===== src/hdl/ciot_defs.vh =====
// Register map, field codes and timing constants of the camera I/O line block
`ifndef CIOT_DEFS_VH
`define CIOT_DEFS_VH
// Register word byte addresses
`define CIOT_CTRL_ADDR 12'h000
`define CIOT_LINE_ADDR 12'h004
`define CIOT_DEB_ADDR 12'h008
`define CIOT_WAIT_ADDR 12'h00C
`define CIOT_DUR_ADDR 12'h010
`define CIOT_STAT_ADDR 12'h014
// Line register fields
`define CIOT_LINE_DIR_BIT 0
`define CIOT_LINE_FLIP_BIT 1
`define CIOT_LINE_ORIG_LSB 4
// Control register fields
`define CIOT_CTRL_PICK_BIT 0
`define CIOT_CTRL_SOFT_BIT 1
`define CIOT_CTRL_RESTART_BIT 2
`define CIOT_CTRL_TSRC_LSB 4
`define CIOT_CTRL_TACT_LSB 8
// Output origin codes
`define CIOT_ORIG_OFF 3'h0
`define CIOT_ORIG_SHUTTER 3'h1
`define CIOT_ORIG_READOUT 3'h2
`define CIOT_ORIG_SOFT 3'h3
`define CIOT_ORIG_PULSE 3'h4
// Timer trigger source codes
`define CIOT_TSRC_OFF 2'h0
`define CIOT_TSRC_SHUTTER 2'h1
`define CIOT_TSRC_READOUT 2'h2
`define CIOT_TSRC_FIRST_IO_CHANNEL 2'h3
// Timer fire condition codes
`define CIOT_TACT_RISE 2'h0
`define CIOT_TACT_FALL 2'h1
`define CIOT_TACT_HIGH 2'h2
`define CIOT_TACT_LOW 2'h3
// Timing
`define CIOT_CLK_MHZ 40
`define CIOT_US_CYCLES (`CIOT_CLK_MHZ)
`define CIOT_DEB_RESET_US 32'h0000_0001
`define CIOT_DUR_RESET_US 32'h0000_0001
`define CIOT_WAIT_RESET_US 32'h0000_0000
`define CIOT_DEB_MAX_US 32'd1000000
`define CIOT_TIME_MAX_US 32'd60000000
`endif


===== src/hdl/ciot_top.v =====
// Camera digital I/O lines with glitch filter and pulse generator
//
// Implementation choices: the APB register port and the address map.
`timescale 1ns/1ps
//////////////////////////////////////////////////////////////////////////////
// What this block does
// - Channel pick selects which line is configured
// - Each line configurable as input or output
// - Polarity flip inverts chosen output origin
// - Origin off disables line output drive
// - Shutter origin follows exposure window
// - Readout origin follows frame readout window
// - Soft origin drives software level value
// - Pulse origin drives timer output
// - Filter accepts levels stable for span
// - Filtered change lags input by span
// - Edge modes pulse lasts programmed duration
// - Timer waits programmed delay before active
// - Restart command clears timer back to idle
// - Trigger source off/shutter/readout/first line
// - Edge modes fire on chosen edge
// - Level modes active while source level holds
// - High mode: delay then follow source high
//////////////////////////////////////////////////////////////////////////////
`include "ciot_defs.vh"
module ciot_top #(
    parameter US_CYCLES = `CIOT_US_CYCLES
) (
    input wire sys_clk_i,
    input wire reset_n_i,
    input wire psel_i,
    input wire penable_i,
    input wire pwrite_i,
    input wire [11:0] paddr_i,
    input wire [31:0] pwdata_i,
    output reg [31:0] prdata_o,
    output reg pready_o,
    output reg pslverr_o,
    input wire shutter_window_i,
    input wire readout_window_i,
    input wire first_io_channel_i,
    input wire second_io_channel_i,
    output reg first_io_channel_o,
    output reg first_io_channel_oe_o,
    output reg second_io_channel_o,
    output reg second_io_channel_oe_o,
    output reg first_io_channel_filt_o,
    output reg second_io_channel_filt_o,
    output reg pulse_gen_origin_o
);
    localparam ST_IDLE = 2'h0;
    localparam ST_WAIT = 2'h1;
    localparam ST_ACT = 2'h2;
    localparam ST_DONE = 2'h3;

    reg io_channel_pick_q;
    reg soft_level_value_q;
    reg [1:0] pulse_gen_origin_pick_q;
    reg [1:0] pulse_gen_fire_condition_q;
    reg [1:0] io_direction_q;
    reg [1:0] output_polarity_flip_q;
    reg [2:0] output_origin_pick_q [0:1];
    reg [31:0] glitch_filter_span_q;
    reg [31:0] pulse_gen_wait_q;
    reg [31:0] pulse_dur_q;
    reg restart_q;
    reg [15:0] tick_cnt_q;
    reg tick_q;
    reg [1:0] pin_s1_q;
    reg [1:0] pin_s2_q;
    reg [1:0] filt_q;
    reg [31:0] deb_cnt_q [0:1];
    reg [1:0] tst_q;
    reg [31:0] tm_cnt_q;
    reg src_q;
    reg shut_s1_q;
    reg shut_s2_q;
    reg rd_s1_q;
    reg rd_s2_q;
    reg [1:0] tst_d;
    reg [31:0] tm_cnt_d;
    reg fire;
    reg hold;
    reg src;
    wire apb_wr;
    wire sel;
    wire wait_done;
    wire dur_done;

    assign apb_wr = psel_i & penable_i & pwrite_i;
    assign sel = io_channel_pick_q;
    // The tick runs free, so one tick more than programmed is counted:
    // no interval comes out short, at the cost of up to 1 us too long
    assign wait_done = (pulse_gen_wait_q == 32'h0000_0000) ||
        (tm_cnt_q > pulse_gen_wait_q);
    assign dur_done = (tm_cnt_q > pulse_dur_q);

    ////////////////////////////////////////////////////////////////////////
    // APB slave, zero wait states
    always @(posedge sys_clk_i or negedge reset_n_i) begin
        if (!reset_n_i) begin
            io_channel_pick_q <= 1'b0;
            soft_level_value_q <= 1'b0;
            pulse_gen_origin_pick_q <= `CIOT_TSRC_OFF;
            pulse_gen_fire_condition_q <= `CIOT_TACT_RISE;
            io_direction_q <= 2'b00;
            output_polarity_flip_q <= 2'b00;
            output_origin_pick_q[0] <= `CIOT_ORIG_OFF;
            output_origin_pick_q[1] <= `CIOT_ORIG_OFF;
            glitch_filter_span_q <= `CIOT_DEB_RESET_US;
            pulse_gen_wait_q <= `CIOT_WAIT_RESET_US;
            pulse_dur_q <= `CIOT_DUR_RESET_US;
            restart_q <= 1'b0;
            prdata_o <= 32'h0000_0000;
            pready_o <= 1'b0;
            pslverr_o <= 1'b0;
        end else begin
            restart_q <= 1'b0;
            pready_o <= psel_i & ~penable_i;
            pslverr_o <= 1'b0;
            if (apb_wr) begin
                case (paddr_i)
                `CIOT_CTRL_ADDR: begin
                    io_channel_pick_q <= pwdata_i[`CIOT_CTRL_PICK_BIT];
                    soft_level_value_q <= pwdata_i[`CIOT_CTRL_SOFT_BIT];
                    restart_q <= pwdata_i[`CIOT_CTRL_RESTART_BIT];
                    pulse_gen_origin_pick_q <=
                        pwdata_i[`CIOT_CTRL_TSRC_LSB +: 2];
                    pulse_gen_fire_condition_q <=
                        pwdata_i[`CIOT_CTRL_TACT_LSB +: 2];
                end
                `CIOT_LINE_ADDR: begin
                    io_direction_q[sel] <= pwdata_i[`CIOT_LINE_DIR_BIT];
                    output_polarity_flip_q[sel] <=
                        pwdata_i[`CIOT_LINE_FLIP_BIT];
                    output_origin_pick_q[sel] <=
                        pwdata_i[`CIOT_LINE_ORIG_LSB +: 3];
                end
                `CIOT_DEB_ADDR:
                    glitch_filter_span_q <=
                        (pwdata_i > `CIOT_DEB_MAX_US) ?
                        `CIOT_DEB_MAX_US : pwdata_i;
                `CIOT_WAIT_ADDR:
                    pulse_gen_wait_q <= (pwdata_i > `CIOT_TIME_MAX_US) ?
                        `CIOT_TIME_MAX_US : pwdata_i;
                `CIOT_DUR_ADDR: begin
                    // Zero duration is not allowed; it reads back as one
                    if (pwdata_i == 32'h0000_0000)
                        pulse_dur_q <= 32'h0000_0001;
                    else if (pwdata_i > `CIOT_TIME_MAX_US)
                        pulse_dur_q <= `CIOT_TIME_MAX_US;
                    else
                        pulse_dur_q <= pwdata_i;
                end
                `CIOT_STAT_ADDR: ;
                default: ;
                endcase
            end
            if (psel_i & ~penable_i) begin
                prdata_o <= 32'h0000_0000;
                case (paddr_i)
                `CIOT_CTRL_ADDR:
                    prdata_o <= {22'h0, pulse_gen_fire_condition_q, 2'h0,
                        pulse_gen_origin_pick_q, 2'h0, soft_level_value_q,
                        io_channel_pick_q};
                `CIOT_LINE_ADDR:
                    prdata_o <= {25'h0, output_origin_pick_q[sel], 2'h0,
                        output_polarity_flip_q[sel], io_direction_q[sel]};
                `CIOT_DEB_ADDR: prdata_o <= glitch_filter_span_q;
                `CIOT_WAIT_ADDR: prdata_o <= pulse_gen_wait_q;
                `CIOT_DUR_ADDR: prdata_o <= pulse_dur_q;
                `CIOT_STAT_ADDR:
                    prdata_o <= {26'h0, tst_q, pulse_gen_origin_o,
                        src_q, filt_q};
                // Unmapped words answer with an error for both directions
                default: pslverr_o <= 1'b1;
                endcase
            end
        end
    end

    ////////////////////////////////////////////////////////////////////////
    // Microsecond tick and pin synchronisers
    always @(posedge sys_clk_i or negedge reset_n_i) begin
        if (!reset_n_i) begin
            tick_cnt_q <= 16'h0000;
            tick_q <= 1'b0;
            pin_s1_q <= 2'b00;
            pin_s2_q <= 2'b00;
            shut_s1_q <= 1'b0;
            shut_s2_q <= 1'b0;
            rd_s1_q <= 1'b0;
            rd_s2_q <= 1'b0;
        end else begin
            tick_q <= (tick_cnt_q == US_CYCLES - 1);
            if (tick_cnt_q == US_CYCLES - 1)
                tick_cnt_q <= 16'h0000;
            else
                tick_cnt_q <= tick_cnt_q + 16'h0001;
            pin_s1_q <= {second_io_channel_i, first_io_channel_i};
            pin_s2_q <= pin_s1_q;
            shut_s1_q <= shutter_window_i;
            shut_s2_q <= shut_s1_q;
            rd_s1_q <= readout_window_i;
            rd_s2_q <= rd_s1_q;
        end
    end

    ////////////////////////////////////////////////////////////////////////
    // Glitch filters: a level is taken once it held for the whole span,
    // so every accepted change lags its arrival by that span
    genvar g;
    generate
        for (g = 0; g < 2; g = g + 1) begin : g_filt
            always @(posedge sys_clk_i or negedge reset_n_i) begin
                if (!reset_n_i) begin
                    deb_cnt_q[g] <= 32'h0000_0000;
                    filt_q[g] <= 1'b0;
                end else if (pin_s2_q[g] == filt_q[g]) begin
                    deb_cnt_q[g] <= 32'h0000_0000;
                end else if (glitch_filter_span_q == 32'h0000_0000 ||
                        deb_cnt_q[g] > glitch_filter_span_q) begin
                    filt_q[g] <= pin_s2_q[g];
                    deb_cnt_q[g] <= 32'h0000_0000;
                end else if (tick_q) begin
                    deb_cnt_q[g] <= deb_cnt_q[g] + 32'h0000_0001;
                end
            end
        end
    endgenerate

    ////////////////////////////////////////////////////////////////////////
    // Pulse generator
    always @* begin
        case (pulse_gen_origin_pick_q)
        `CIOT_TSRC_SHUTTER: src = shut_s2_q;
        `CIOT_TSRC_READOUT: src = rd_s2_q;
        `CIOT_TSRC_FIRST_IO_CHANNEL: src = filt_q[0];
        default: src = 1'b0;
        endcase
        case (pulse_gen_fire_condition_q)
        `CIOT_TACT_RISE: begin fire = src & ~src_q; hold = 1'b0; end
        `CIOT_TACT_FALL: begin fire = ~src & src_q; hold = 1'b0; end
        `CIOT_TACT_HIGH: begin fire = src; hold = 1'b1; end
        default: begin fire = ~src; hold = 1'b1; end
        endcase
        if (pulse_gen_origin_pick_q == `CIOT_TSRC_OFF)
            fire = 1'b0;
        tst_d = tst_q;
        tm_cnt_d = tm_cnt_q;
        case (tst_q)
        ST_IDLE:
            if (fire) begin
                tst_d = ST_WAIT;
                tm_cnt_d = 32'h0000_0000;
            end
        ST_WAIT:
            if (hold && !fire) begin
                tst_d = ST_IDLE;
            end else if (wait_done) begin
                tst_d = ST_ACT;
                tm_cnt_d = 32'h0000_0000;
            end else if (tick_q) begin
                tm_cnt_d = tm_cnt_q + 32'h0000_0001;
            end
        ST_ACT:
            if (hold) begin
                if (!fire)
                    tst_d = ST_IDLE;
            end else if (dur_done) begin
                tst_d = ST_IDLE;
            end else if (tick_q) begin
                tm_cnt_d = tm_cnt_q + 32'h0000_0001;
            end
        default: tst_d = ST_IDLE;
        endcase
        if (restart_q) begin
            tst_d = ST_IDLE;
            tm_cnt_d = 32'h0000_0000;
        end
    end

    always @(posedge sys_clk_i or negedge reset_n_i) begin
        if (!reset_n_i) begin
            tst_q <= ST_IDLE;
            tm_cnt_q <= 32'h0000_0000;
            src_q <= 1'b0;
            pulse_gen_origin_o <= 1'b0;
        end else begin
            tst_q <= tst_d;
            tm_cnt_q <= tm_cnt_d;
            src_q <= src;
            pulse_gen_origin_o <= (tst_d == ST_ACT);
        end
    end

    ////////////////////////////////////////////////////////////////////////
    // Output origin mux, polarity flip and drive enable per line
    reg [1:0] org;
    reg [1:0] oen;
    integer k;
    always @* begin
        for (k = 0; k < 2; k = k + 1) begin
            oen[k] = io_direction_q[k];
            case (output_origin_pick_q[k])
            `CIOT_ORIG_SHUTTER: org[k] = shut_s2_q;
            `CIOT_ORIG_READOUT: org[k] = rd_s2_q;
            `CIOT_ORIG_SOFT: org[k] = soft_level_value_q;
            `CIOT_ORIG_PULSE: org[k] = (tst_d == ST_ACT);
            default: begin
                org[k] = 1'b0;
                oen[k] = 1'b0;
            end
            endcase
            org[k] = org[k] ^ output_polarity_flip_q[k];
        end
    end

    always @(posedge sys_clk_i or negedge reset_n_i) begin
        if (!reset_n_i) begin
            first_io_channel_o <= 1'b0;
            first_io_channel_oe_o <= 1'b0;
            second_io_channel_o <= 1'b0;
            second_io_channel_oe_o <= 1'b0;
            first_io_channel_filt_o <= 1'b0;
            second_io_channel_filt_o <= 1'b0;
        end else begin
            first_io_channel_o <= org[0];
            first_io_channel_oe_o <= oen[0];
            second_io_channel_o <= org[1];
            second_io_channel_oe_o <= oen[1];
            first_io_channel_filt_o <= filt_q[0] & ~io_direction_q[0];
            second_io_channel_filt_o <= filt_q[1] & ~io_direction_q[1];
        end
    end
endmodule // ciot_top


===== config.mk =====
export PLATFORM = sky130hd
export DESIGN_NAME = ciot_top
export DESIGN_NICKNAME = d
export VERILOG_FILES = /design/src/hdl/ciot_top.v
export VERILOG_INCLUDE_DIRS = /design/src /design/src/hdl
export SDC_FILE = /design/constraint.sdc
export NUM_CORES = 1
export LEC_CHECK = 0
export BUFFER_PORTS_ARGS = -buffer_cell sky130_fd_sc_hd__clkbuf_2
export CAP_MARGIN = 20
export CORE_ASPECT_RATIO = 1.75
export CORE_MARGIN = 3
export CORE_UTILIZATION = 55
export CTS_CLUSTER_DIAMETER = 120
export DETAILED_ROUTE_END_ITERATION = 8
export GPL_ROUTABILITY_DRIVEN = 0
export HOLD_SLACK_MARGIN = 0.02
export PLACE_DENSITY_LB_ADDON = 0.05
export RECOVER_POWER = 50
export SLEW_MARGIN = 20
export SYNTH_ARGS = -nofsm -noshare
export SYNTH_HDL_FRONTEND = slang
export SYNTH_SLANG_ARGS = --single-unit

===== constraint.sdc =====
create_clock -name sys_clk_i -period 4.75 [get_ports sys_clk_i]
set_clock_uncertainty 0.05 [all_clocks]
set_input_delay 0 -clock sys_clk_i [delete_from_list [all_inputs] [get_ports sys_clk_i]]
set_output_delay 0 -clock sys_clk_i [all_outputs]
set_load 0.02 [all_outputs]

# == Word-level counts from Yosys, hierarchy flattened ==
# Cells that the tools add are included.
# op_classes
mux,53
magnitude_cmp,10
n_shift,0
eq_ne,28
mul,0
bitwise,17
n_reduce_logical,29
addsub,4
div,0
# ops
cell,count
32-bit 2-to-1 mux,16
32-bit one-hot mux with 6 select lines,1
32-bit > comparator,4
32-bit by 1-bit adder with 32-bit output (second input constant),3
32-bit zero test,3
32-bit one-hot mux with 3 select lines,1
32-bit by 20-bit > comparator with 1-bit output (second input constant),1
32-bit by 26-bit > comparator with 1-bit output (second input constant),1
12-bit by 4-bit == test with 1-bit output (second input constant),2
12-bit by 5-bit == test with 1-bit output (second input constant),2
16-bit by 1-bit adder with 16-bit output (second input constant),1
16-bit by 6-bit == test with 1-bit output (second input constant),1
16-bit 2-to-1 mux,1
2-bit 2-to-1 mux,7
2-bit AND reduction,7
1-bit 2-to-1 mux,13
12-bit by 3-bit == test with 1-bit output (second input constant),1
3-bit by 2-bit == test with 1-bit output (second input constant),4
12-bit zero test,1
3-bit 2-to-1 mux,4
3-bit != test (second input constant),4
2-bit == test (second input constant),5
1-bit one-hot mux with 4 select lines,2
4-bit OR reduction,2
27 further kinds,54
# totals
latch_bits,0
inputBits,53
ff_bits,280
elab_cells,178
n_memories,0
romBits,0
mem_bits_rw,0

# == Logic depth before layout (Yosys ltp) ==
# Gate-level depths: netlist of run 1.
# logic_depth
ltp_word,14
mapped_depth,11
depth_no_buf,10

# == Worst setup path after synthesis of run 1 ==
# No wires, ideal clock.
# synth_path
path_type,flip-flop to flip-flop
from,register tm_cnt_q[3]
to,register tm_cnt_q[29]
t_required_ns,4.606
path_slack_ns,1.636
n_path_buf,1
path_stages_with_launch,11
arrival_ns,2.970
cell_sequence,dfrtp_1 ha_1 nand4_1 or4_1 nor3_1 a31o_2 a31oi_1 or2_1 clkbuf_1 or4_1 a211oi_1
# synth_between
elab_chain_cells,6
word_cells_on_any_way,13
classes_between,add/sub (1); order compare (2); eq/ne (1); mux (7); reduce/logical (2)
# synth_rtl
element,line,text
start: declaration,ciot_top.v:74,reg [31:0] tm_cnt_q;
start signal: assignment,ciot_top.v:291,tm_cnt_q <= tm_cnt_d;
32-bit by 1-bit adder with 32-bit output / 32-bit > comparator (equally long branches),"ciot_top.v:264, ciot_top.v:273, ciot_top.v:95",
32-bit 2-to-1 mux / 1-bit logical OR (equally long branches),"ciot_top.v:263, ciot_top.v:272, ciot_top.v:94",
32-bit 2-to-1 mux (on tied branches),"ciot_top.v:270, ciot_top.v:260",
32-bit 2-to-1 mux (on tied branches),"ciot_top.v:267, ciot_top.v:258",
32-bit one-hot mux with 3 select lines,ciot_top.v:251,case (tst_q)
32-bit 2-to-1 mux,ciot_top.v:277,if (restart_q) begin
# Parallel ways exist; a longest one is shown, timed or not. The select of a mux whose other input is x is not followed.
# A chain may end at the register's enable or synchronous reset.

# == Final worst setup path of run 1 ==
# layout_path
from,input pwdata_i[30]
to,register pulse_dur_q[21]
# layout_between
elab_chain_cells,3
word_cells_on_any_way,4
classes_between,order compare (1); mux (2); reduce/logical (1)
# layout_rtl
element,line,text
start: declaration,ciot_top.v:35,"input wire [31:0] pwdata_i,"
32-bit by 26-bit > comparator with 1-bit output (no line),--,
32-bit 2-to-1 mux,ciot_top.v:150,else if (pwdata_i > `CIOT_TIME_MAX_US)
32-bit 2-to-1 mux *,ciot_top.v:148,if (pwdata_i == 32'h0000_0000)
end signal: assignment,ciot_top.v:112,pulse_dur_q <= `CIOT_DUR_RESET_US;
end signal: assignment,ciot_top.v:151,pulse_dur_q <= `CIOT_TIME_MAX_US;
end signal: assignment,ciot_top.v:153,pulse_dur_q <= pwdata_i;
end: declaration,ciot_top.v:65,reg [31:0] pulse_dur_q;
# Mark *: on every way between the ends. The rest lies on a longest branch, timed or not.

==> flow_metrics.env, run 1 <==
export IMPL_synth_top_cells_by_count="sky130_fd_sc_hd__dfrtp_1 (278), sky130_fd_sc_hd__nand2_1 (171), sky130_fd_sc_hd__ha_1 (136)"
export IMPL_yosys_area_top_type_share_pct=43.2
export IMPL_outcome="finished, violations left"
export IMPL_final_hold_violation_count=0
export IMPL_dpl_cell_area_um2=17000
export IMPL_grt_pass1_wl_um=71300
export IMPL_dp_hpwl_um=33000
export IMPL_postCtsHoldBufs=52
export IMPL_netlist_instances=1703
export IMPL_crit_buf_inv=4
export IMPL_critPathMaxStageDelay_ps=920
export IMPL_hold_class="primary input to flop"
export IMPL_synthToLayoutAreaGrowth_pct=14.2
export IMPL_drc=0
export IMPL_fp_coreArea_um2=28700
export IMPL_share_of_the_yosys_chip_area_belonging_to_registers_pct=43.5
export IMPL_final_antenna_net_count=0
export IMPL_crit_fanout=15
export IMPL_num_cts_buffers=27
export IMPL_grt_met1_usage_pct=34.5
export IMPL_met2_usage_pct=50.0
export IMPL_critPathTopFamily="simple AND/OR/NAND/NOR gates"
export IMPL_required_ps=5140
export IMPL_largest_area_contributor_in_the_netlist="sky130_fd_sc_hd__dfrtp_1"
export IMPL_async_set_reset_flop_share_out_of_synthesis_pct=100
export IMPL_timing_max_transition_violations_final=186
export IMPL_grt_start_max_net_pins=120
export IMPL_synth_most_common_cell="sky130_fd_sc_hd__dfrtp_1"
export IMPL_ys_top_cells_by_area="sky130_fd_sc_hd__dfrtp_1 (43%), sky130_fd_sc_hd__ha_1 (11%), sky130_fd_sc_hd__nand2_1 (4.0%)"
export IMPL_final_layout_size_suffix_gt1_share_pct=9.05
export IMPL_power_per_cell_area_nw_per_um2=271
export IMPL_tightestPinTransition_ps=3060
export IMPL_power_net_switching_w=0.00111
export IMPL_synthesis_nets=1892
export IMPL_violations="max-capacitance violations, max-slew violations"
export IMPL_nNetsFinal=2014
export IMPL_drt_pre_antenna_iters=5
export IMPL_cts_htree_levels=1
export IMPL_grt_antenna_before_repair=0
export IMPL_postSynthRegisterBits=280
export IMPL_gr_total_overflow=0
export IMPL_power_frac_clock_pct=47.9
export IMPL_setup_worst_path_class="primary input to flop"
export IMPL_groute_layer_met3_usage_pct=2.79
export IMPL_drt_iter0_markers=564
export IMPL_postRouteWirelength_um=44500
export IMPL_finished_cell_area_um2=18400
export IMPL_power_share_sequential_pct=48.0
export IMPL_post_cts_resized_instances=0
export IMPL_power_frac_comb_pct=4.1
export IMPL_ys_dominant_reg_cell="sky130_fd_sc_hd__dfrtp_1"
export IMPL_final_setup_tns_ps=0
export IMPL_layout_area_seq_um2=7010
export IMPL_postCtsSetupBuffers=0
export IMPL_initial_core_util_pct=56.1
export IMPL_synthesis_warning_total=0
export IMPL_dpl_cell_count=2121
export IMPL_relSlewSlack_pct=-104
export IMPL_numClockSinks=280
export IMPL_post_drt_wl_per_cell_um=20.0
export IMPL_core_rowCount=82
export IMPL_slowest_stage="sky130_fd_sc_hd__nor4_1"
export IMPL_rsz0062_at_grt="no"
export IMPL_final_fill_count=2432
export IMPL_max_freq_mhz=241
export IMPL_synth_edf_count=0
export IMPL_postSynthAreaPerCell_um2=9.46
export IMPL_critical_path_cell_chain="dlygate4sd3_1 -> clkbuf_2 -> nor2_1 -> dlygate4sd3_1 -> nand2_1 -> dlygate4sd3_1 -> nor2_1 -> nand3_1 -> nor4_1 -> nor2_2 -> and2_1 -> a22o_1"
export IMPL_via_count=13200
export IMPL_timing_critical_path_arrival_ps=4540
export IMPL_busiest_layer="met2"
export IMPL_worst_skew_pair_late_latency_ps=560
export IMPL_setup_viol=0
export IMPL_area_taken_by_multi_input_logic_gates_um2=8420
export IMPL_power_switching_share_pct=22.3
export IMPL_distinct_cell_type_count_of_the_synthesized_netlist=71
export IMPL_clock_transition_time_at_the_flip_flop_clock_pins_of_the_worst_setup_and_hold_paths_ps=70
export IMPL_internal_power_w=0.00388
export IMPL_p_leak_nw=8.53
export IMPL_fin_hold_ws_ps=45.7
export IMPL_design_die_area_um2=31500
export IMPL_cts_root_buf="sky130_fd_sc_hd__clkbuf_16"
export IMPL_worstSetupStartpointType="primary input"
export IMPL_most_prevalent_standard_cell_on_the_critical_path="sky130_fd_sc_hd__dlygate4sd3_1"
export IMPL_grt_total_usage_pct=28.5
export IMPL_critPathCaptureType="flop"
export IMPL_first_global_vias=13500
export IMPL_maximum_clock_insertion_buffer_count=3
export IMPL_clock_tree_from_tritoncts="done"
export IMPL_max_cap_viol_count=2
export IMPL_power_ir_vdd_worst_mv=0.257
export IMPL_portBuffers=93
export IMPL_synthesis_area_um2=16100
export IMPL_min_period_over_period_pct=87.4
export IMPL_die_h_um=232
export IMPL_stdcell_count=2225
export IMPL_routed_via_density=5.95
export IMPL_final_period_minus_worst_setup_slack_ps=4150
export IMPL_number_of_top_level_design_ports=94
export IMPL_floorplan_die_width_um=135
per-layer routing:
layer | vias to the layer above | part of all wire, %
met5 | - | 0
met4 | 0 | 5.6
met3 | 135 | 3.6
met2 | 331 | 51
met1 | 6460 | 40
li1 | 6316 | -
placed cells by master (no fill, tap or decap), types with 9 or more instances in the layout:
| cell type | Yosys | final |
|---|---|---|
| sky130_fd_sc_hd__nor2_1 | 104 | 104 |
| sky130_fd_sc_hd__nor2b_1 | 13 | 13 |
| sky130_fd_sc_hd__o31ai_1 | 9 | 9 |
| sky130_fd_sc_hd__xnor2_1 | 65 | 63 |
| sky130_fd_sc_hd__nand2b_1 | 9 | 9 |
| sky130_fd_sc_hd__a21oi_1 | 91 | 91 |
| sky130_fd_sc_hd__xor2_1 | 45 | 45 |
| sky130_fd_sc_hd__inv_1 | 116 | 116 |
| sky130_fd_sc_hd__buf_4 | 1 | 17 |
| sky130_fd_sc_hd__mux2_2 | 26 | 26 |
| sky130_fd_sc_hd__dlygate4sd3_1 | 0 | 52 |
| sky130_fd_sc_hd__clkbuf_1 | 61 | 45 |
| sky130_fd_sc_hd__o21a_1 | 11 | 11 |
| sky130_fd_sc_hd__and4_1 | 10 | 10 |
| sky130_fd_sc_hd__clkbuf_16 | 0 | 27 |
| sky130_fd_sc_hd__nand3_1 | 42 | 42 |
| sky130_fd_sc_hd__clkbuf_2 | 0 | 54 |
| sky130_fd_sc_hd__nand4_1 | 48 | 48 |
| sky130_fd_sc_hd__dfrtp_1 | 278 | 278 |
| sky130_fd_sc_hd__and3_1 | 19 | 19 |
| sky130_fd_sc_hd__mux2i_1 | 41 | 41 |
| sky130_fd_sc_hd__ha_1 | 136 | 136 |
| sky130_fd_sc_hd__nor4_1 | 39 | 39 |
| sky130_fd_sc_hd__o21ai_1 | 17 | 17 |
| sky130_fd_sc_hd__nor3_1 | 116 | 115 |
| sky130_fd_sc_hd__a21o_1 | 18 | 18 |
| sky130_fd_sc_hd__nand2_1 | 171 | 171 |
| sky130_fd_sc_hd__o21ai_0 | 70 | 70 |
| sky130_fd_sc_hd__a22o_1 | 23 | 23 |
sequential cells by signal, summed over array words and instances (netlist names), 6 cells and up:
| name | count |
|---|---|
| deb_cnt_q | 64 |
| glitch_filter_span_q | 32 |
| output_origin_pick_q | 6 |
| prdata_o | 32 |
| pulse_dur_q | 32 |
| pulse_gen_wait_q | 32 |
| tick_cnt_q | 16 |
| tm_cnt_q | 32 |
worst register-to-register path, stage by stage, from the launching register on:
cell and delay (ps):
sky130_fd_sc_hd__dfrtp_1 470, sky130_fd_sc_hd__mux2i_1 300, sky130_fd_sc_hd__xnor2_1 190, sky130_fd_sc_hd__a2111oi_0 190
sky130_fd_sc_hd__o41ai_1 860, sky130_fd_sc_hd__a31oi_2 230, sky130_fd_sc_hd__or2_1 420, sky130_fd_sc_hd__or4_1 530
sky130_fd_sc_hd__a211oi_1 240
power by group through the flow:
stage / clock, W / combinational (W) / sequential [W]
after floorplan: 0 / 0.0000625 / 0.00244
after global placement: 0 / 0.000180 / 0.00244
after detailed placement: 0 / 0.000181 / 0.00244
after CTS: 0.00244 / 0.000207 / 0.00240
after global routing: 0.00252 / 0.000224 / 0.00239
final: 0.00239 / 0.000204 / 0.00240
worst paths after layout:
check,startpoint,to,slack [ps],depth (start not counted)
setup / recovery,pwdata_i[30],pulse_dur_q[21],600,12
hold / removal,readout_window_i,rd_s1_q,50,2
setup reg to reg,pulse_gen_origin_pick_q[0],tm_cnt_q[29],1190,8
hold reg to reg,pin_s1_q[1],pin_s2_q[1],300,0
max in group asynchronous,reset_n_i,deb_cnt_q[42],1050,3
min in group asynchronous,reset_n_i,tm_cnt_q[24],940,2
through the flow:
stage               setup WS (ps)  total power, W  utilization (%)
floorplan                    1640         0.00250                -
global placement             1250         0.00262             59.1
detailed placement           1240         0.00262             59.1
CTS                           651         0.00504             64.3
global route                  346         0.00514             64.1
finish                        599         0.00499             64.1
kinds of logic (layout without fill, tap and decap cells):
group	Yosys count	in the layout	share of synthesized area, %
muxes	67	67	4.36
and+or+nand+nor	615	615	18.8
buffers and inverters	188	331	4.66
DFF	280	280	43.5
AOI/OAI and AO/OA	307	307	12.2
xor gates and xnor gates	110	110	5.98
other	0	1	0
adders and majority gates	136	136	10.6
final cells by class:
class / count / share of cell area (%)
diodes: 1 / 0.0136
clock buffers: 34 / 3.98
clock inverters: 16 / 1.33
inverters: 116 / 2.37
multi-input cells: 1235 / 45.7
flip-flops and latches: 280 / 38.1
well taps: 378 / 2.57
repair buffers: 165 / 5.93
No activity file was read; power rests on OpenSTA's default activity.
==> run 2: changes to the inputs <==
==> constraint.sdc (replaced) <==
create_clock -name sys_clk_i -period 4.75 [get_ports sys_clk_i]
set_clock_uncertainty 0.05 [all_clocks]
set_input_delay 0.475 -clock sys_clk_i [delete_from_list [all_inputs] [get_ports sys_clk_i]]
set_output_delay 0.475 -clock sys_clk_i [all_outputs]
set_load 0.02 [all_outputs]
==> flow_metrics.env, run 2 (synthesis results as in run 1) <==
export IMPL_num_cts_buffers=27
export IMPL_violations="max-capacitance violations, max-slew violations"
export IMPL_synthToLayoutAreaGrowth_pct=11.6
export IMPL_final_setup_tns_ps=0
export IMPL_rsz0062_at_grt="no"
export IMPL_critPathMaxStageDelay_ps=620
export IMPL_gr_total_overflow=0
export IMPL_final_fill_count=2515
export IMPL_cts_htree_levels=1
export IMPL_hold_start="pwdata_i[3]"
export IMPL_dp_hpwl_um=32600
export IMPL_worstSetupStartpoint="pulse_gen_wait_q[28]"
export IMPL_number_of_top_level_design_ports=94
export IMPL_routed_via_density=5.95
export IMPL_tightestPinTransition_ps=3190
export IMPL_post_cts_resized_instances=0
export IMPL_timing_critical_path_arrival_ps=3850
export IMPL_grt_antenna_before_repair=0
export IMPL_fin_hold_ws_ps=153
export IMPL_num_antenna_cells=0
export IMPL_critPathCaptureType="flop"
export IMPL_final_layout_size_suffix_gt1_share_pct=11.3
export IMPL_via_count=12900
export IMPL_r2r_start="pulse_gen_wait_q[28]"
export IMPL_largest_register_ff_count=64
export IMPL_final_hold_violation_count=0
export IMPL_final_period_minus_worst_setup_slack_ps=3490
export IMPL_post_drt_wl_per_cell_um=19.9
export IMPL_relSlewSlack_pct=-113
export IMPL_nNetsFinal=1968
export IMPL_postRouteWirelength_um=43400
export IMPL_power_per_cell_area_nw_per_um2=276
export IMPL_worst_r2r_endpoint="tm_cnt_q[22]"
export IMPL_crit_buf_inv=2
export IMPL_postCtsHoldBufs=4
export IMPL_cts_root_buf="sky130_fd_sc_hd__clkbuf_16"
export IMPL_final_antenna_net_count=0
export IMPL_min_period_over_period_pct=73.5
export IMPL_critical_path_cell_chain="inv_1 -> ha_1 -> nand4_1 -> nor4_1 -> a2bb2oi_1 -> o211ai_1 -> o31a_1 -> o21bai_1 -> a221oi_4 -> buf_4 -> nor3_1"
export IMPL_setup_worst_path_class="flop to flop"
export IMPL_postCtsSetupBuffers=0
export IMPL_required_ps=5110
export IMPL_crit_cells=11
export IMPL_drt_pre_antenna_iters=5
export IMPL_outcome="finished, violations left"
export IMPL_core_rowCount=82
export IMPL_portBuffers=93
export IMPL_worst_skew_pair_late_latency_ps=550
export IMPL_grt_start_max_net_pins=125
export IMPL_setup_viol=0
export IMPL_hold_class="primary input to flop"
export IMPL_top_register="deb_cnt_q"
export IMPL_max_freq_mhz=286
export IMPL_grt_total_usage_pct=27.6
export IMPL_p_leak_nw=8.49
export IMPL_numClockSinks=280
export IMPL_timing_reg2reg_worst_path_depth=11
export IMPL_drc=0
export IMPL_timing_max_transition_violations_final=191
export IMPL_commonest_cells_after_routing_fill_and_taps_aside="sky130_fd_sc_hd__dfrtp_1 (278), sky130_fd_sc_hd__nand2_1 (171), sky130_fd_sc_hd__ha_1 (136), sky130_fd_sc_hd__inv_1 (116), sky130_fd_sc_hd__nor3_1 (115)"
export IMPL_max_cap_viol_count=2
export IMPL_layout_cells_most_common="sky130_fd_sc_hd__dfrtp_1"
export IMPL_grt_pass1_wl_um=69200
export IMPL_maximum_clock_insertion_buffer_count=3
export IMPL_worstSetupStartpointType="flop"
export IMPL_crit_end="tm_cnt_q[22]"
export IMPL_die_h_um=232
export IMPL_design_die_area_um2=31500
export IMPL_clock_tree_from_tritoncts="done"
export IMPL_floorplan_die_width_um=135
export IMPL_rrSetupSlack_ps=1260
export IMPL_crit_fanout=32
export IMPL_clock_transition_time_at_the_flip_flop_clock_pins_of_the_worst_setup_and_hold_paths_ps=70
export IMPL_slowest_stage="sky130_fd_sc_hd__nor4_1"
export IMPL_power_ir_vdd_worst_mv=0.252
export IMPL_fp_coreArea_um2=28700
export IMPL_critPathTopFamily="compound AO/OA/AOI/OAI gates"
export IMPL_drt_iter0_markers=677
export IMPL_first_global_vias=13100
export IMPL_initial_core_util_pct=56.1
## run 2: cell count changes in the layout (fill, tap and decap cells not counted), moves of 2 or more
cell | previous run | this run
sky130_fd_sc_hd__clkbuf_8 | 3 | 5
sky130_fd_sc_hd__clkbuf_2 | 54 | 94
sky130_fd_sc_hd__dlygate4sd3_1 | 52 | 4
sky130_fd_sc_hd__clkbuf_1 | 45 | 10
sky130_fd_sc_hd__clkinv_2 | 6 | 1
## run 2: layout make-up
class                           instances  area (µm²)  area share, %
Sequential cell                       280        7010           39.0
Clock inverter                          9         201           1.12
Multi-Input combinational cell       1235        8420           46.8
Inverter                              116         435           2.42
Timing Repair Buffer                  119         673           3.74
Clock buffer                           40         774           4.30
Tap cell                              378         473           2.63
## run 2: worst min-delay path by stage
| stage | depth (start not counted) | to |
|---|---|---|
| final | 3 | pulse_gen_wait_q[3] |
| after global routing | 3 | pulse_gen_wait_q[21] |
| after CTS | 1 | tm_cnt_q[26] |
| after detailed placement | 0 | shut_s2_q |
| after global placement | 0 | shut_s2_q |
| after floorplan | 0 | deb_cnt_q[0] |
## run 2: per-stage QoR
stage | utilization, % | instance area, µm² | instances | total power [W] | setup WS (ps)
finish | 62.6 | 18000 | 2177 | 0.00497 | 1260
global route | 62.6 | 18000 | 2177 | 0.00512 | 739
CTS | 62.7 | 18000 | 2177 | 0.00502 | 1240
detailed placement | 59.1 | 17000 | 2124 | 0.00262 | 1110
global placement | 59.1 | 17000 | 2124 | 0.00262 | 1140
floorplan | - | 16100 | 1703 | 0.00250 | 1640
## run 2: routing by layer
metal	share of wire (%)	global-route usage, %	up-vias
met5	0	0	-
li1	-	-	6200
met2	51	49.1	292
met3	3.6	3.09	118
met4	4.8	12.2	0
met1	40	33.5	6339
## run 2: tightest hold or removal path: stages
cell and delay, ps:
sky130_fd_sc_hd__clkbuf_2 120, sky130_fd_sc_hd__nand2_1 70, sky130_fd_sc_hd__o21ai_1 50
## run 2: power by group
part	total, W	internal, W	switching, W	leakage (nW)
logic	0.000179	0.0000478	0.000131	4.37
clock network	0.00240	0.00145	0.000943	0.471
registers	0.00240	0.00239	0.00000549	3.65
==> run 3: changes to the inputs <==
- clock period: 4.75 -> 3.2 ns (I/O delays scaled with it)
==> flow_metrics.env, run 3 (synthesis results as in run 1) <==
export IMPL_power_share_sequential_pct=48.1
export IMPL_num_cts_buffers=27
export IMPL_post_drt_wl_per_cell_um=19.8
export IMPL_final_layout_size_suffix_gt1_share_pct=15.5
export IMPL_final_hold_violation_count=0
export IMPL_timing_critical_path_arrival_ps=3520
export IMPL_drt_iter0_markers=567
export IMPL_maximum_clock_insertion_buffer_count=3
export IMPL_grt_pass1_wl_um=72400
export IMPL_commonest_cells_after_routing_fill_and_taps_aside="sky130_fd_sc_hd__dfrtp_1 (277), sky130_fd_sc_hd__nand2_1 (171), sky130_fd_sc_hd__ha_1 (135), sky130_fd_sc_hd__inv_1 (116), sky130_fd_sc_hd__nor3_1 (114)"
export IMPL_critPathCaptureType="flop"
export IMPL_gr_total_overflow=0
export IMPL_timing_max_transition_violations_final=157
export IMPL_initial_core_util_pct=56.1
export IMPL_min_period_over_period_pct=97.0
export IMPL_portBuffers=93
export IMPL_nNetsFinal=2059
export IMPL_power_ir_vdd_worst_mv=0.395
export IMPL_routed_via_density=5.87
export IMPL_largest_register_ff_count=64
export IMPL_top_register="deb_cnt_q"
export IMPL_layout_cells_most_common="sky130_fd_sc_hd__dfrtp_1"
export IMPL_power_net_switching_w=0.00164
export IMPL_dpl_cell_area_um2=17600
export IMPL_power_frac_comb_pct=4.0
export IMPL_outcome="finished, violations left"
export IMPL_cts_root_buf="sky130_fd_sc_hd__clkbuf_16"
export IMPL_grt_total_usage_pct=29.1
export IMPL_most_prevalent_standard_cell_on_the_critical_path="sky130_fd_sc_hd__or4_1"
export IMPL_power_per_cell_area_nw_per_um2=393
export IMPL_worstSetupStartpointType="flop"
export IMPL_floorplan_die_width_um=135
export IMPL_setup_viol=0
export IMPL_worst_skew_pair_late_latency_ps=580
export IMPL_dp_hpwl_um=34300
export IMPL_via_count=13300
export IMPL_first_global_vias=13700
export IMPL_max_freq_mhz=322
export IMPL_grt_antenna_before_repair=0
export IMPL_setup_worst_path_class="flop to flop"
export IMPL_clock_transition_time_at_the_flip_flop_clock_pins_of_the_worst_setup_and_hold_paths_ps=60
export IMPL_violations="max-capacitance violations, max-slew violations"
export IMPL_internal_power_w=0.00574
export IMPL_die_h_um=232
export IMPL_power_switching_share_pct=22.3
export IMPL_max_cap_viol_count=2
export IMPL_final_setup_tns_ps=0
export IMPL_critical_path_cell_chain="inv_1 -> ha_1 -> nand4_1 -> or4_1 -> nor3_2 -> a31o_2 -> a31oi_2 -> or2_4 -> or4_1 -> a211oi_2"
export IMPL_design_die_area_um2=31500
export IMPL_clock_tree_from_tritoncts="done"
export IMPL_num_antenna_cells=0
export IMPL_hold_class="primary input to flop"
export IMPL_postRouteWirelength_um=44900
export IMPL_finished_cell_area_um2=18800
export IMPL_required_ps=3620
export IMPL_cts_htree_levels=1
export IMPL_power_frac_clock_pct=47.9
export IMPL_final_period_minus_worst_setup_slack_ps=3100
export IMPL_final_antenna_net_count=0
export IMPL_p_leak_nw=8.98
export IMPL_slowest_stage="sky130_fd_sc_hd__or4_1"
export IMPL_grt_start_max_net_pins=91
export IMPL_number_of_top_level_design_ports=94
export IMPL_tightestPinTransition_ps=2360
export IMPL_fp_coreArea_um2=28700
export IMPL_drt_pre_antenna_iters=5
export IMPL_core_rowCount=82
export IMPL_crit_fanout=7
export IMPL_drc=0
export IMPL_synthToLayoutAreaGrowth_pct=16.6
export IMPL_numClockSinks=280
export IMPL_rsz0062_at_grt="yes"
export IMPL_relSlewSlack_pct=-57.5
export IMPL_critPathMaxStageDelay_ps=530
-- run 3: changes by cell type in the layout (fill, tap and decap cells not counted), sizes merged --
cell         change
clkinv           +2
buf             +78
clkbuf           +2
inv              +1
dlygate4sd3     +11
bufinv           -2
-- run 3: routing by layer --
layer / vias to the layer above / part of all wire [%] / GRT usage [%]
met5: - / 0 / 0
met4: 0 / 6.0 / 15.7
met3: 122 / 3.3 / 2.51
met2: 323 / 51 / 50.5
met1: 6464 / 40 / 35.4
li1: 6403 / - / -
-- run 3: what timing repair did --
action / CTS / global route
resized for setup: 1 / 9
pin swaps: 0 / 8
hold buffers: 15 / 0
hold endpoints to repair: 107 / 0
cloned: 0 / 0
setup endpoints to repair: 4 / 23
buffers inserted: 0 / 6
-- run 3: worst paths after layout --
kind	start	to	slack [ps]	cells past startpoint
max in group asynchronous	reset_n_i	pulse_dur_q[0]	470	3
hold / removal	pwdata_i[19]	pulse_gen_wait_q[19]	50	3
hold reg to reg	pin_s1_q[1]	pin_s2_q[1]	300	0
setup reg to reg	pulse_dur_q[3]	tm_cnt_q[29]	100	10
setup / recovery	pulse_dur_q[3]	tm_cnt_q[29]	100	10
min in group asynchronous	reset_n_i	tm_cnt_q[27]	980	2
-- run 3: final cells by class --
| cell class | count | area, µm² |
|---|---|---|
| clock buffers | 40 | 825 |
| clock inverters | 10 | 156 |
| fillers | 2487 | 9940 |
| inverters | 116 | 435 |
| multi-input cells | 1235 | 8460 |
| flip-flops and latches | 280 | 7010 |
| well taps | 378 | 473 |
| repair buffers | 210 | 1430 |
-- run 3: power by group through the flow --
stage / combinational (W) / sequential (W) / clock [W]
2_1_floorplan: 0.0000928 / 0.00362 / 0
3_3_place_gp: 0.000287 / 0.00362 / 0
3_5_place_dp: 0.000288 / 0.00362 / 0
4_1_cts: 0.000303 / 0.00356 / 0.00360
5_1_grt: 0.000325 / 0.00355 / 0.00374
6_report: 0.000296 / 0.00356 / 0.00354
-- run 3: per-stage QoR --
step           worst slack, ps  total power [W]  hold WS, ps  util [%]  cells
2_1_floorplan             85.7          0.00371        -25.6         -   1703
3_3_place_gp              39.1          0.00391          284      61.3   2198
3_5_place_dp             -43.5          0.00391          286      61.3   2198
4_1_cts                 0.0386          0.00746         20.9      65.2   2263
5_1_grt                  -19.4          0.00762         41.6      65.4   2269
6_report                  96.7          0.00739         49.5      65.4   2269
-- run 3: worst max-delay path: cells and delay by family (launching register included) --
kind	cells	cell delay, ps
AO/OA/AOI/OAI	3	450
buffers and inverters	1	60
flip-flops	1	400
adder cells (fa/ha/maj)	1	320
AND/OR/NAND/NOR	5	1730
